--- src/sram_port_pkg.sv ---
// Purpose: constants shared by the asynchronous sram host port
// Assumes: 50 MHz core clock, 70 ns speed grade memory
// Notes:   times in ns as printed, cycle counts derived by rounding
package sram_port_pkg;

   localparam int CLK_PERIOD_NS = 20;

   // memory organisation
   localparam int ADDR_BITS     = 19;
   localparam int DATA_BITS     = 16;
   localparam int LANE_BITS     = 8;
   localparam int SYNC_STAGES   = 2;

   // least times, rounded up to whole cycles
   localparam int T_RC_NS       = 70;
   localparam int T_AA_NS       = 70;
   localparam int T_WC_NS       = 70;
   localparam int T_PWE_NS      = 50;
   localparam int T_SCE_NS      = 60;
   localparam int T_AW_NS       = 60;
   localparam int T_SD_NS       = 30;
   localparam int T_HZOE_NS     = 25;

   function automatic int cycles_up(input int ns);
      int c;
      c = (ns + CLK_PERIOD_NS - 1) / CLK_PERIOD_NS;
      return (c < 1) ? 1 : c;
   endfunction : cycles_up

   function automatic int max2(input int a, input int b);
      return (a > b) ? a : b;
   endfunction : max2

   localparam int RD_CYC       = cycles_up(max2(T_RC_NS, T_AA_NS));
   localparam int WR_PULSE_CYC = cycles_up(max2(max2(T_PWE_NS, T_SCE_NS),
                                           max2(T_AW_NS, T_SD_NS)));
   localparam int WR_END_CYC   = max2(cycles_up(T_WC_NS) - WR_PULSE_CYC, 1);
   localparam int TURN_CYC     = cycles_up(T_HZOE_NS);
   // pins held long enough for valid data to cross the synchroniser
   localparam int RD_HOLD_CYC  = RD_CYC + SYNC_STAGES + 1;

   localparam int CNT_BITS     = 4;

   typedef enum logic [2:0] {
      st_idle,
      st_read,
      st_turn,
      st_write,
      st_wend
   } port_state_t;

endpackage : sram_port_pkg

--- src/pin_sync.sv ---
// Purpose: two flip-flop synchroniser for the returning data pins
// Assumes: pins change only while the memory drives or floats them
// Notes:   first stage is read by the second stage alone
`timescale 1ns/10ps
`default_nettype none
module pin_sync #(
   parameter int WIDTH = 16
) (
   input  wire logic             core_clk,
   input  wire logic             reset_n,
   input  wire logic [WIDTH-1:0] pin_in,
   output logic      [WIDTH-1:0] pin_sync_out
);

   logic [WIDTH-1:0] stage1_q;
   logic [WIDTH-1:0] stage2_q;

   always_ff @(posedge core_clk or negedge reset_n)
   begin
      if (!reset_n)
      begin
         stage1_q <= '0;
         stage2_q <= '0;
      end
      else
      begin
         stage1_q <= pin_in;
         stage2_q <= stage1_q;
      end
   end

   assign pin_sync_out = stage2_q;

endmodule : pin_sync
`default_nettype wire

--- src/sram_host_port.sv ---
// Purpose: host controller driving an asynchronous 16-bit sram
// Assumes: one request at a time, memory pins wired straight out
// Notes:   every pin comes from a flip-flop, no glitch on selects
//
// How it works
// - write spans select and strobe overlap
// - strobe held high through every read
// - never drive data while memory drives
// - address and selects change on the same edge
`timescale 1ns/10ps
`default_nettype none
module sram_host_port
   import sram_port_pkg::*;
#(
   parameter int ADDR_W = ADDR_BITS,
   parameter int DATA_W = DATA_BITS
) (
   input  wire logic              core_clk,
   input  wire logic              reset_n,
   input  wire logic              req_valid,
   input  wire logic              req_write,
   input  wire logic [ADDR_W-1:0] req_addr,
   input  wire logic [DATA_W-1:0] req_wdata,
   input  wire logic [1:0]        req_byte_en,
   output logic                   req_ready,
   output logic                   rsp_valid,
   output logic      [DATA_W-1:0] rsp_rdata,
   output logic      [ADDR_W-1:0] mem_addr,
   output logic                   chip_select_low_active,
   output logic                   chip_select_high_active,
   output logic                   write_strobe_n,
   output logic                   output_drive_n,
   output logic                   upper_lane_select_n,
   output logic                   lower_lane_select_n,
   input  wire logic [DATA_W-1:0] mem_data_in,
   output logic      [DATA_W-1:0] mem_data_out,
   output logic                   mem_data_oe
);

   // the lane split below assumes exactly two byte lanes
   if (ADDR_W != ADDR_BITS || DATA_W != 2 * LANE_BITS)
   begin : g_bad_size
      $error("sram_host_port: unsupported address or data width");
   end

   localparam logic [CNT_BITS-1:0] RD_LOAD   = CNT_BITS'(RD_HOLD_CYC - 1);
   localparam logic [CNT_BITS-1:0] WR_LOAD   = CNT_BITS'(WR_PULSE_CYC - 1);
   localparam logic [CNT_BITS-1:0] WEND_LOAD = CNT_BITS'(WR_END_CYC - 1);
   localparam logic [CNT_BITS-1:0] TURN_LOAD = CNT_BITS'(TURN_CYC - 1);

   port_state_t         state_q;
   port_state_t         state_d;
   logic [CNT_BITS-1:0] cnt_q;
   logic [CNT_BITS-1:0] cnt_d;
   logic [ADDR_W-1:0]   addr_q;
   logic [DATA_W-1:0]   wdata_q;
   logic [1:0]          lanes_n_q;
   logic [1:0]          lanes_n_d;
   logic                cs_q;
   logic                cs_d;
   logic                we_n_q;
   logic                we_n_d;
   logic                oe_n_q;
   logic                oe_n_d;
   logic                doe_q;
   logic                doe_d;
   logic                ready_q;
   logic                rsp_valid_q;
   logic [DATA_W-1:0]   rdata_q;
   logic [DATA_W-1:0]   data_sync;

   pin_sync #(
      .WIDTH (DATA_W)
   ) u_data_sync (
      .core_clk     (core_clk),
      .reset_n      (reset_n),
      .pin_in       (mem_data_in),
      .pin_sync_out (data_sync)
   );

   wire take      = req_valid && ready_q;
   wire cnt_done  = (cnt_q == '0);
   wire read_done = (state_q == st_read) && cnt_done;
   // no enabled lane would deselect the part; promote to a full word
   wire [1:0] req_lanes_n = (req_byte_en == 2'b00) ? 2'b00 : ~req_byte_en;
   // lanes not selected read back as zero
   wire [DATA_W-1:0] lane_mask = {{LANE_BITS{!lanes_n_q[1]}},
                                  {LANE_BITS{!lanes_n_q[0]}}};

   always_comb
   begin
      state_d   = state_q;
      cnt_d     = cnt_done ? cnt_q : cnt_q - 1'b1;
      cs_d      = cs_q;
      we_n_d    = we_n_q;
      oe_n_d    = oe_n_q;
      doe_d     = doe_q;
      lanes_n_d = lanes_n_q;
      case (state_q)
         st_idle:
         begin
            doe_d = 1'b0;
            if (take)
            begin
               // address and selects leave on the same edge
               cs_d      = 1'b1;
               lanes_n_d = req_lanes_n;
               if (req_write)
               begin
                  state_d = st_write;
                  cnt_d   = WR_LOAD;
                  we_n_d  = 1'b0;
                  oe_n_d  = 1'b1;
                  doe_d   = 1'b1;
               end
               else
               begin
                  state_d = st_read;
                  cnt_d   = RD_LOAD;
                  we_n_d  = 1'b1;
                  oe_n_d  = 1'b0;
               end
            end
         end
         st_read:
         begin
            if (cnt_done)
            begin
               state_d   = st_turn;
               cnt_d     = TURN_LOAD;
               cs_d      = 1'b0;
               oe_n_d    = 1'b1;
               lanes_n_d = 2'b11;
            end
         end
         st_turn:
         begin
            // memory may still drive the bus for its float time
            if (cnt_done)
            begin
               state_d = st_idle;
            end
         end
         st_write:
         begin
            if (cnt_done)
            begin
               // strobe and selects rise together, data still held
               state_d   = st_wend;
               cnt_d     = WEND_LOAD;
               we_n_d    = 1'b1;
               cs_d      = 1'b0;
               lanes_n_d = 2'b11;
            end
         end
         st_wend:
         begin
            if (cnt_done)
            begin
               state_d = st_idle;
               doe_d   = 1'b0;
            end
         end
         default:
         begin
            state_d = st_idle;
            cs_d    = 1'b0;
            we_n_d  = 1'b1;
            oe_n_d  = 1'b1;
            doe_d   = 1'b0;
         end
      endcase
   end

   always_ff @(posedge core_clk or negedge reset_n)
   begin
      if (!reset_n)
      begin
         state_q   <= st_idle;
         cnt_q     <= '0;
         cs_q      <= 1'b0;
         we_n_q    <= 1'b1;
         oe_n_q    <= 1'b1;
         doe_q     <= 1'b0;
         lanes_n_q <= 2'b11;
      end
      else
      begin
         state_q   <= state_d;
         cnt_q     <= cnt_d;
         cs_q      <= cs_d;
         we_n_q    <= we_n_d;
         oe_n_q    <= oe_n_d;
         doe_q     <= doe_d;
         lanes_n_q <= lanes_n_d;
      end
   end

   always_ff @(posedge core_clk or negedge reset_n)
   begin
      if (!reset_n)
      begin
         addr_q      <= '0;
         wdata_q     <= '0;
         ready_q     <= 1'b0;
         rsp_valid_q <= 1'b0;
         rdata_q     <= '0;
      end
      else
      begin
         if (take)
         begin
            addr_q  <= req_addr;
            wdata_q <= req_wdata;
         end
         ready_q     <= (state_d == st_idle);
         rsp_valid_q <= read_done;
         if (read_done)
         begin
            rdata_q <= data_sync & lane_mask;
         end
      end
   end

   assign req_ready               = ready_q;
   assign rsp_valid               = rsp_valid_q;
   assign rsp_rdata               = rdata_q;
   assign mem_addr                = addr_q;
   assign chip_select_low_active  = !cs_q;
   assign chip_select_high_active = cs_q;
   assign write_strobe_n          = we_n_q;
   assign output_drive_n          = oe_n_q;
   assign upper_lane_select_n     = lanes_n_q[1];
   assign lower_lane_select_n     = lanes_n_q[0];
   assign mem_data_out            = wdata_q;
   assign mem_data_oe             = doe_q;
endmodule : sram_host_port
`default_nettype wire

--- config.mk ---
export PLATFORM = sky130hd
export DESIGN_NAME = sram_host_port
export DESIGN_NICKNAME = d
export VERILOG_FILES = /design/src/sram_port_pkg.sv /design/src/pin_sync.sv /design/src/sram_host_port.sv
export SDC_FILE = /design/constraint.sdc
export NUM_CORES = 1
export LEC_CHECK = 0
export BUFFER_PORTS_ARGS = -buffer_cell sky130_fd_sc_hd__buf_2
export CELL_PAD_IN_SITES_DETAIL_PLACEMENT = 1
export CELL_PAD_IN_SITES_GLOBAL_PLACEMENT = 1
export CORE_AREA = 8 8 111 113
export DETAILED_ROUTE_END_ITERATION = 7
export DIE_AREA = 0 0 119 121
export HOLD_SLACK_MARGIN = 0.05
export PLACE_DENSITY_LB_ADDON = 0.05
export REMOVE_ABC_BUFFERS = 1
export SETUP_SLACK_MARGIN = 0.3
export SYNTH_ARGS = -nofsm -noshare
export SYNTH_HDL_FRONTEND = slang
export SYNTH_HIERARCHICAL = 1
export SYNTH_SLANG_ARGS = --single-unit
--- constraint.sdc ---
create_clock -name core_clk -period 2.3 [get_ports core_clk]
set_input_delay 0.46 -clock core_clk [delete_from_list [all_inputs] [get_ports core_clk]]
set_output_delay 0.46 -clock core_clk [all_outputs]
set_load 0.02 [all_outputs]
==> results of run 1 <==
==> worst max-delay path, delay by kind of cell, from the launching register on <==
family,cells,cell delay (ns)
mux,1,0.30
fa+ha+maj,1,0.14
buf+inv,3,0.32
simple gates,2,0.62
flops,1,0.41
==> metrics by stage <==
step	setup WS (ns)	instances
after floorplan	0.07693	236
after detailed placement	0.2093	500
after CTS	0.3220	518
final	0.3846	522
after global routing	0.3174	522
after global placement	0.2926	500
==> report_power, final <==
part	internal [mW]	switching [mW]	leakage (nW)	total [mW]
clock	0.612	0.579	0.104	1.19
combinational	1.10	1.37	1.07	2.47
sequential	2.28	0.386	1.18	2.66
total	3.99	2.34	2.36	6.32
==> flip-flops by register name, indices dropped and copies added, names as in the netlist <==
signal                    count
mem_addr                     19
mem_data_out                 16
rsp_rdata                    16
u_data_sync/pin_sync_out     16
u_data_sync/stage1_q         16
cnt_q                         4
state_q                       3
lanes_n_q                     2
chip_select_high_active       1
mem_data_oe                   1
output_drive_n                1
req_ready                     1
rsp_valid                     1
write_strobe_n                1
==> synthesized netlist by cell type, types with 4 or more instances <==
library cell   n
clkbuf_1       7
inv_1          9
nor3_1         7
a211oi_1       5
mux2_2        42
nor2_1         7
mux2_4         9
o21ai_0        4
dfrtp_1       94
nor2b_1       18
dfstp_2        4
==> logic make-up after synthesis <==
group / Yosys count
flops: 98
mux: 53
simple gates: 48
compound gates: 24
buf+inv: 19
fa+ha+maj: 3
==> path summary, 6_finish.rpt <==
kind,depth (start not counted),endpoint
setup / recovery,7,rsp_rdata[10]
hold / removal,1,u_data_sync/stage1_q[7]
setup reg to reg,7,rsp_rdata[10]
hold reg to reg,0,u_data_sync/pin_sync_out[7]
max in group asynchronous,3,write_strobe_n
min in group asynchronous,2,u_data_sync/pin_sync_out[11]
==> routing by layer <==
layer	track usage (%)	routed length, um
met2	20.48	4270
met5	0	0
met3	6.515	875
met1	14.06	3509
met4	5.771	118
==> cell type report <==
type | count | area (sq um) | area share (%)
multi-input cells | 128 | 1140 | 24.02
flip-flops and latches | 98 | 2457 | 51.79
inverters | 10 | 40.04 | 0.8439
clock inverters | 4 | 77.57 | 1.635
well taps | 140 | 175.2 | 3.692
clock buffers | 11 | 131.4 | 2.769
repair buffers | 131 | 723.2 | 15.24
==> repair_timing <==
item | CTS | global route
gates resized for setup | 6 | 2
hold buffers | 1 | 0
endpoints found under the setup margin | 16 | 16
buffers inserted | 2 | 4
endpoints found under the hold margin | 22 | 0
==> flow_metrics.env, run 1 <==
export IMPL_cap_viol_max_count=0
export IMPL_hold_start="mem_data_in[7]"
export IMPL_cts_tree="done"
export IMPL_reg2reg_slack_ns=0.38
export IMPL_grtUsageTotal_pct=12.81
export IMPL_clkTransAtPathRegs_ns=0.09
export IMPL_worstSkewPairLatency_ns=0.36
export IMPL_portBuffers=116
export IMPL_wl_per_cell_um=16.81
export IMPL_placed_cell_area_sq_um=4451
export IMPL_numCtsBuffers=9
export IMPL_drv_slew=0
export IMPL_drc_errors=0
export IMPL_dp_hpwl_mm=6.392
export IMPL_yosys_warnings=6
export IMPL_postLayoutCellArea_sq_um=4745
export IMPL_ys_async_sr_fraction_pct=100.0
export IMPL_nFillCells=1148
export IMPL_cts_max_level=3
export IMPL_clock_root_buffer="clkbuf_8"
export IMPL_r2r_start="cnt_q[1]"
export IMPL_drt_initial_drc_count=51
export IMPL_syn_inst=245
export IMPL_worst_pin_slew_ns=0.4971
export IMPL_max_slew_margin_pct=66.86
export IMPL_core_area_sq_um=10600
export IMPL_antenna_found_initial=0
export IMPL_timing_final_crit_share_pct=83.28
export IMPL_rsz0062_at_grt="no"
export IMPL_startpoint="cnt_q[1]"
export IMPL_drive_above_1_share_pct=53.40
export IMPL_final_common_cell="buf_2"
export IMPL_via_per_inst=4.651
export IMPL_cp_max_fo=17
export IMPL_synth_top_family_by_area="multiplexers"
export IMPL_hold_path_class="in2reg"
export IMPL_worst_ep_required_time_ns=2.54
export IMPL_drt_first_pass_iters=4
export IMPL_die_w_um=119
export IMPL_slowest_delay_ns=0.41
export IMPL_initial_core_util_pct=34.68
export IMPL_synth_compound_area_share_pct=4.559
export IMPL_setup_viol=0
export IMPL_seq_area_frac_synth_pct=66.83
export IMPL_ys_top_cells_by_area="dfrtp_1, mux2_2, mux2_4, nor2b_1, dfstp_2"
export IMPL_synthDistinctLibCells=37
export IMPL_hold_violations=0
export IMPL_clock_sinks=98
export IMPL_vdd_drop_max_uv=529.9
export IMPL_p_leak_nw=2.360
export IMPL_power_density_nw_per_um2=1333
export IMPL_startpoint_type="register"
export IMPL_critPathArrivalTime_ns=2.16
export IMPL_syn_area_sq_um=3677
export IMPL_area_growth_synth_to_final_pct=29.02
export IMPL_synth_xor_xnor_area_share_pct=0
export IMPL_die_h_um=121
export IMPL_num_io_pins=117
export IMPL_fp_row_count=38
export IMPL_period_needed_ns=1.915
export IMPL_synth_adder_area_share_pct=1.021
export IMPL_gp_congestion=0.7232
export IMPL_n_antenna_cell=0
export IMPL_yosys_area_top_type_share_pct=63.97
export IMPL_num_vias=2428
export IMPL_fmax_mhz=522.1
export IMPL_ant_nets=0
export IMPL_end_kind="register"
export IMPL_layout_common_cells="buf_2, dfrtp_1, mux2_2"
export IMPL_yosys_most_used_dff="dfrtp_1"
export IMPL_tns_ns=0
export IMPL_dieArea_sq_um=14400
export IMPL_finalNetCount=438
export IMPL_synthSimpleGateAreaFrac_pct=7.860
export IMPL_whs_ns=0.2004
export IMPL_status="completed"
export IMPL_cts_buffer_depth=2
export IMPL_path_class="reg2reg"
export IMPL_routed_wl_mm=8.773
export IMPL_synth_edff_count=0
export IMPL_final_util_pct=44.75
export IMPL_p_total_mw=6.325
export IMPL_syn_avg_cell_area_sq_um=15.01
export IMPL_grt_max_degree=40
export IMPL_synth_seq_cells=98
export IMPL_grt_pass1_vias=2752
export IMPL_crit_path_cell_trace="inv_2 -> ha_4 -> nor3b_4 -> inv_4 -> or3_4 -> buf_12 -> mux2_4"
export IMPL_yosys_mux_area_fraction_pct=17.08
export IMPL_skew_ns=0.008902
export IMPL_slowest_stage="dfrtp_1"
export IMPL_grt_pass1_wl_mm=14.47
export IMPL_yosys_area_top_type="dfrtp_1"
export IMPL_grt_overflow=0
Power figures use the tool's default switching activity.
==> inputs of run 2 (changes only) <==
--- a/config.mk
+++ b/config.mk
@@ -8,9 +8,9 @@
 export BUFFER_PORTS_ARGS = -buffer_cell sky130_fd_sc_hd__buf_2
 export CELL_PAD_IN_SITES_DETAIL_PLACEMENT = 1
 export CELL_PAD_IN_SITES_GLOBAL_PLACEMENT = 1
-export CORE_AREA = 8 8 111 113
+export CORE_AREA = 8 8 105 107
 export DETAILED_ROUTE_END_ITERATION = 7
-export DIE_AREA = 0 0 119 121
+export DIE_AREA = 0 0 113 115
 export HOLD_SLACK_MARGIN = 0.05
 export PLACE_DENSITY_LB_ADDON = 0.05
 export REMOVE_ABC_BUFFERS = 1
==> constraint.sdc (replaced) <==
create_clock -name core_clk -period 1.9 [get_ports core_clk]
set_input_delay 0.38 -clock core_clk [delete_from_list [all_inputs] [get_ports core_clk]]
set_output_delay 0.38 -clock core_clk [all_outputs]
set_load 0.02 [all_outputs]
==> run 2 against run 1 <==
Against the previous run: largest power group is now combinational logic; clock skew about the same; final area up 4.5%; utilization up 7.7 points; highest routed layer unchanged; register-to-register slack worse by 0.35 ns; fmax up 2.9%; critical path type unchanged.
==> flow_metrics.env, run 2 (same netlist as run 1, synthesis figures left out) <==
export IMPL_status="completed"
export IMPL_hold_path_class="in2reg"
export IMPL_placed_cell_area_sq_um=4481
export IMPL_dp_slack_ns=-0.03292
export IMPL_ant_nets=0
export IMPL_dp_hpwl_mm=6.381
export IMPL_layout_common_cells="buf_2, dfrtp_1, mux2_2"
export IMPL_cap_viol_max_count=0
export IMPL_hold_violations=0
export IMPL_grtUsageTotal_pct=14.29
export IMPL_path_class="reg2reg"
export IMPL_grt_util_met1_pct=16.66
export IMPL_worst_pin_slew_ns=0.4434
export IMPL_routed_wl_mm=9.147
export IMPL_core_area_sq_um=9459
export IMPL_gp_congestion=0.7482
export IMPL_dp_cells=479
export IMPL_largest_register_ffs=19
export IMPL_grt_busiest_layer="met2"
export IMPL_p_leak_nw=2.461
export IMPL_die_h_um=115
export IMPL_n_antenna_cell=0
export IMPL_dieArea_sq_um=13000
export IMPL_postLayoutCellArea_sq_um=4957
export IMPL_clkTransAtPathRegs_ns=0.10
export IMPL_drc_errors=0
export IMPL_num_io_pins=117
export IMPL_grt_max_degree=43
export IMPL_nFillCells=977
export IMPL_worstSkewPairLatency_ns=0.35
export IMPL_cts_buffer_depth=2
export IMPL_die_w_um=113
export IMPL_grt_pass1_vias=2801
export IMPL_setup_slack_ns=0.03838
export IMPL_via_per_inst=4.862
export IMPL_final_common_cell="buf_2"
export IMPL_drive_above_1_share_pct=59.03
export IMPL_vdd_drop_max_uv=766.0
export IMPL_cts_max_level=3
export IMPL_rsz0062_at_grt="yes"
export IMPL_finalNetCount=448
export IMPL_final_util_pct=52.41
export IMPL_skew_ns=0.008962
export IMPL_whs_ns=0.1246
export IMPL_numCtsBuffers=9
export IMPL_initial_core_util_pct=38.88
export IMPL_max_slew_margin_pct=70.44
export IMPL_area_growth_synth_to_final_pct=34.81
export IMPL_fmax_mhz=537.2
export IMPL_cts_tree="done"
export IMPL_portBuffers=116
export IMPL_critPathArrivalTime_ns=2.10
export IMPL_drv_slew=0
export IMPL_end_kind="register"
export IMPL_grt_pass1_wl_mm=14.51
export IMPL_clock_sinks=98
export IMPL_worst_ep_required_time_ns=2.14
export IMPL_cp_max_fo=9
export IMPL_clock_root_buffer="clkbuf_8"
export IMPL_antenna_found_initial=0
export IMPL_wl_per_cell_um=18.04
export IMPL_fp_row_count=36
export IMPL_drt_first_pass_iters=4
export IMPL_reg2reg_slack_ns=0.04
export IMPL_period_needed_ns=1.862
export IMPL_grt_overflow=0
export IMPL_setup_viol=0
export IMPL_power_density_nw_per_um2=1633
export IMPL_grt_use_met3_pct=6.092
export IMPL_startpoint_type="register"
export IMPL_num_vias=2465
export IMPL_timing_final_crit_share_pct=97.98
export IMPL_drt_initial_drc_count=38
export IMPL_final_cells=507
export IMPL_grt_use_met2_pct=22.82
## run 2: changes by cell type in the layout (fill, tap and decap cells not counted), sizes merged
cell	previous run	this run
buf	130	140
bufinv	2	1
clkinv	2	3
inv	10	11
## run 2: area by class of cell
cell class                 instances  area, sq um  share of cell area [%]
clock buffer                      11        141.4                   2.852
timing repair buffer             141        858.3                   17.31
clock inverter                     5        61.31                   1.237
multi-input combinational        128         1256                   25.34
sequential                        98         2457                   49.57
inverter                          10        40.04                  0.8077
tap                              114        142.6                   2.877
## run 2: what timing repair did
item | 4_1_cts | 5_1_grt
gates resized for setup | 13 | 25
hold buffers | 1 | 0
endpoints found under the hold margin | 31 | 0
setup endpoints to repair | 20 | 26
cloned | 1 | 0
buffers inserted | 7 | 3
pin swaps | 3 | 15
## run 2: final timing paths
check                                        start                     endpoint  cells past startpoint
min reg2reg                u_data_sync/stage1_q[0]  u_data_sync/pin_sync_out[0]                      0
max                                       cnt_q[0]                rsp_rdata[15]                      7
max in group asynchronous                  reset_n                 lanes_n_q[0]                      3
min in group asynchronous                  reset_n                rsp_rdata[13]                      2
max reg2reg                               cnt_q[0]                rsp_rdata[15]                      7
min                                 mem_data_in[8]      u_data_sync/stage1_q[8]                      1
## run 2: report_power, final
group,total [mW],switching [mW],internal [mW]
combinational,3.59,1.98,1.61
clock,1.36,0.709,0.653
sequential,3.15,0.390,2.76
total,8.10,3.08,5.02
## run 2: through the flow
| step | power, mW | setup TNS (ns) |
|---|---|---|
| global placement | 6.186 | 0 |
| CTS | 7.932 | 0 |
| detailed placement | 6.302 | -0.3059 |
| global route | 8.609 | -0.2424 |
| finish | 8.096 | 0 |
| floorplan | 5.053 | -5.031 |
## run 2: critical path, cell delays in order (launching register included)
cell and delay [ns]:
dfrtp_1 0.41, inv_2 0.09, ha_4 0.13, nor3b_4 0.23
inv_4 0.04, or3_4 0.38, buf_12 0.17, mux2_4 0.29
## run 2: routing by layer
layer	up-vias	routed length (um)	part of all wire [%]
met5	-	0	0
met4	0	90	0.98
met3	8	784	8.6
met2	76	4449	49
met1	1254	3823	42
li1	1127	-	-
==> inputs of run 3 (changes only) <==
--- a/config.mk
+++ b/config.mk
@@ -8,14 +8,13 @@
 export BUFFER_PORTS_ARGS = -buffer_cell sky130_fd_sc_hd__buf_2
 export CELL_PAD_IN_SITES_DETAIL_PLACEMENT = 1
 export CELL_PAD_IN_SITES_GLOBAL_PLACEMENT = 1
-export CORE_AREA = 8 8 105 107
+export CORE_AREA = 8 8 106 108
 export DETAILED_ROUTE_END_ITERATION = 7
-export DIE_AREA = 0 0 113 115
+export DIE_AREA = 0 0 114 116
 export HOLD_SLACK_MARGIN = 0.05
 export PLACE_DENSITY_LB_ADDON = 0.05
 export REMOVE_ABC_BUFFERS = 1
 export SETUP_SLACK_MARGIN = 0.3
 export SYNTH_ARGS = -nofsm -noshare
 export SYNTH_HDL_FRONTEND = slang
-export SYNTH_HIERARCHICAL = 1
 export SYNTH_SLANG_ARGS = --single-unit
==> run 3 against run 2 <==
Against the previous run: register-to-register slack hardly changed; sequential share of layout area is 0.48 points lower; worst hold slack worse by 0.052 ns; first-iteration DRC count is 39% higher; clock power is 16% higher; routed wire length is 3.5% lower; flip-flop and latch count stayed put; utilization hardly changed.
==> flow_metrics.env, run 3 <==
export IMPL_timing_final_crit_share_pct=97.25
export IMPL_synth_commonest_cells="dfrtp_1, mux2_2, nor2b_1, inv_1, mux2_4"
export IMPL_r2r_start="cnt_q[0]"
export IMPL_ys_async_sr_fraction_pct=100.0
export IMPL_routed_wl_mm=8.826
export IMPL_num_vias=2475
export IMPL_grtUsageTotal_pct=13.92
export IMPL_via_per_inst=4.696
export IMPL_vdd_drop_max_uv=688.9
export IMPL_syn_area_sq_um=3712
export IMPL_ant_nets=0
export IMPL_setup_viol=0
export IMPL_worst_pin_slew_ns=0.5176
export IMPL_placed_cell_area_sq_um=4537
export IMPL_finalNetCount=449
export IMPL_clock_sinks=98
export IMPL_layout_common_cells="buf_2, dfrtp_1, mux2_2"
export IMPL_dp_cells=502
export IMPL_grt_pass1_vias=2782
export IMPL_die_w_um=114
export IMPL_path_class="reg2reg"
export IMPL_portBuffers=116
export IMPL_grt_pass1_wl_mm=14.08
export IMPL_seq_area_frac_synth_pct=66.19
export IMPL_final_common_cell="buf_2"
export IMPL_seqCellArea_sq_um=2459
export IMPL_rsz0062_at_grt="yes"
export IMPL_power_density_nw_per_um2=1689
export IMPL_num_io_pins=117
export IMPL_worst_ep_required_time_ns=2.14
export IMPL_final_util_pct=52.45
export IMPL_drv_slew=0
export IMPL_cap_viol_max_count=0
export IMPL_hold_violations=0
export IMPL_yosys_most_used_dff="dfrtp_1"
export IMPL_core_area_sq_um=9549
export IMPL_ctsHoldBuffers=0
export IMPL_drt_first_pass_iters=4
export IMPL_clkTransAtPathRegs_ns=0.09
export IMPL_cts_tree="done"
export IMPL_rr_worst_depth=7
export IMPL_nFillCells=1023
export IMPL_grt_overflow=0
export IMPL_initial_core_util_pct=38.88
export IMPL_max_slew_margin_pct=65.49
export IMPL_dieArea_sq_um=13220
export IMPL_yosysMostFrequentCell="dfrtp_1"
export IMPL_clock_root_buffer="clkbuf_8"
export IMPL_status="completed"
export IMPL_whs_ns=0.07287
export IMPL_r2r_end="rsp_rdata[14]"
export IMPL_critPathArrivalTime_ns=2.09
export IMPL_reg2reg_slack_ns=0.05
export IMPL_drive_above_1_share_pct=57.61
export IMPL_postLayoutCellArea_sq_um=5009
export IMPL_largest_register_ffs=19
export IMPL_fp_row_count=36
export IMPL_worstSkewPairLatency_ns=0.35
export IMPL_synth_seq_cells=98
export IMPL_hold_path_class="in2async"
export IMPL_multi_input_area_sq_um=1280
export IMPL_syn_avg_cell_area_sq_um=14.85
export IMPL_fmax_mhz=541.2
export IMPL_antenna_found_initial=0
export IMPL_wl_per_cell_um=16.75
export IMPL_ys_top_cells_by_area="dfrtp_1, mux2_2, mux2_4, nor2b_1, dfstp_2"
export IMPL_cts_max_level=3
export IMPL_gp_congestion=0.7141
export IMPL_n_antenna_cell=0
export IMPL_die_h_um=116
export IMPL_p_leak_nw=2.469
export IMPL_area_growth_synth_to_final_pct=34.92
export IMPL_end_kind="register"
export IMPL_numCtsBuffers=9
export IMPL_yosys_warnings=0
export IMPL_synth_edff_count=0
export IMPL_synthDistinctLibCells=42
export IMPL_drc_errors=0
export IMPL_period_needed_ns=1.848
export IMPL_final_cells=527
export IMPL_cp_max_fo=9
export IMPL_p_total_mw=8.458
export IMPL_skew_ns=0.006206
export IMPL_yosys_area_top_type="dfrtp_1"
export IMPL_cts_buffer_depth=2
export IMPL_syn_inst=250
export IMPL_grt_max_degree=99
export IMPL_yosys_area_top_type_share_pct=63.36
export IMPL_startpoint_type="register"
export IMPL_dp_hpwl_mm=6.200
export IMPL_drt_initial_drc_count=53
-- run 3: where the power goes --
| group | internal [mW] | total (mW) | switching (mW) |
|---|---|---|---|
| clock network | 0.886 | 1.58 | 0.693 |
| logic | 1.68 | 3.68 | 2.01 |
| registers | 2.79 | 3.20 | 0.404 |
-- run 3: repair_timing --
action | in CTS | in global routing
pin swaps | 3 | 10
cloned | 1 | 0
setup endpoints to repair | 21 | 25
setup buffers | 7 | 1
gates resized for setup | 13 | 22
-- run 3: worst max path at each step --
stage                  start       endpoint  slack, ns  cells after the start
global route        cnt_q[1]  rsp_rdata[11]     -0.009                      7
detailed placement  cnt_q[0]  rsp_rdata[14]      -0.07                      7
global placement    cnt_q[0]   rsp_rdata[7]      0.009                      7
floorplan           cnt_q[0]  rsp_rdata[10]      -0.33                      6
CTS                 cnt_q[1]  rsp_rdata[11]       0.03                      7
finish              cnt_q[0]  rsp_rdata[14]       0.05                      7
-- run 3: through the flow --
stage | worst slack, ns | TNS [ns]
floorplan | -0.3300 | -5.146
global placement | 0.008911 | 0
detailed placement | -0.06726 | -0.7790
CTS | 0.03327 | 0
global route | -0.008700 | -0.02525
finish | 0.05218 | 0
-- run 3: per-layer routing --
metal	vias to the layer above	wire length, um	global-route usage (%)
li1	1133	-	-
met1	1257	3473	15.49
met2	77	4369	22.83
met3	8	898	6.826
met4	0	85	4.791
met5	-	0	0
-- run 3: final cells by class --
class	count	share of cell area, %
flip-flops and latches	98	49.09
multi-input cells	132	25.56
repair buffers	137	16.39
well taps	133	3.323
clock buffers	11	2.623
clock inverters	5	2.148
inverters	11	0.8743
-- run 3: kinds of logic (layout without fill, tap and decap cells) --
family	after synthesis	count (layout)	synth area share (%)
XOR/XNOR	1	1	0.2360
AO/OA/AOI/OAI	28	28	5.259
buffers and inverters	20	164	2.595
adder cells (fa/ha/maj)	3	3	1.011
flip-flops	98	98	66.19
AND/OR/NAND/NOR	48	48	8.056
multiplexers	52	52	16.65
-- run 3: worst max-delay path, cell delays in order (launching register included) --
cell and delay, ns:
dfrtp_1 0.40, inv_2 0.08, ha_4 0.14, nor3b_4 0.24
inv_4 0.04, or3_4 0.38, buf_12 0.17, mux2_4 0.29
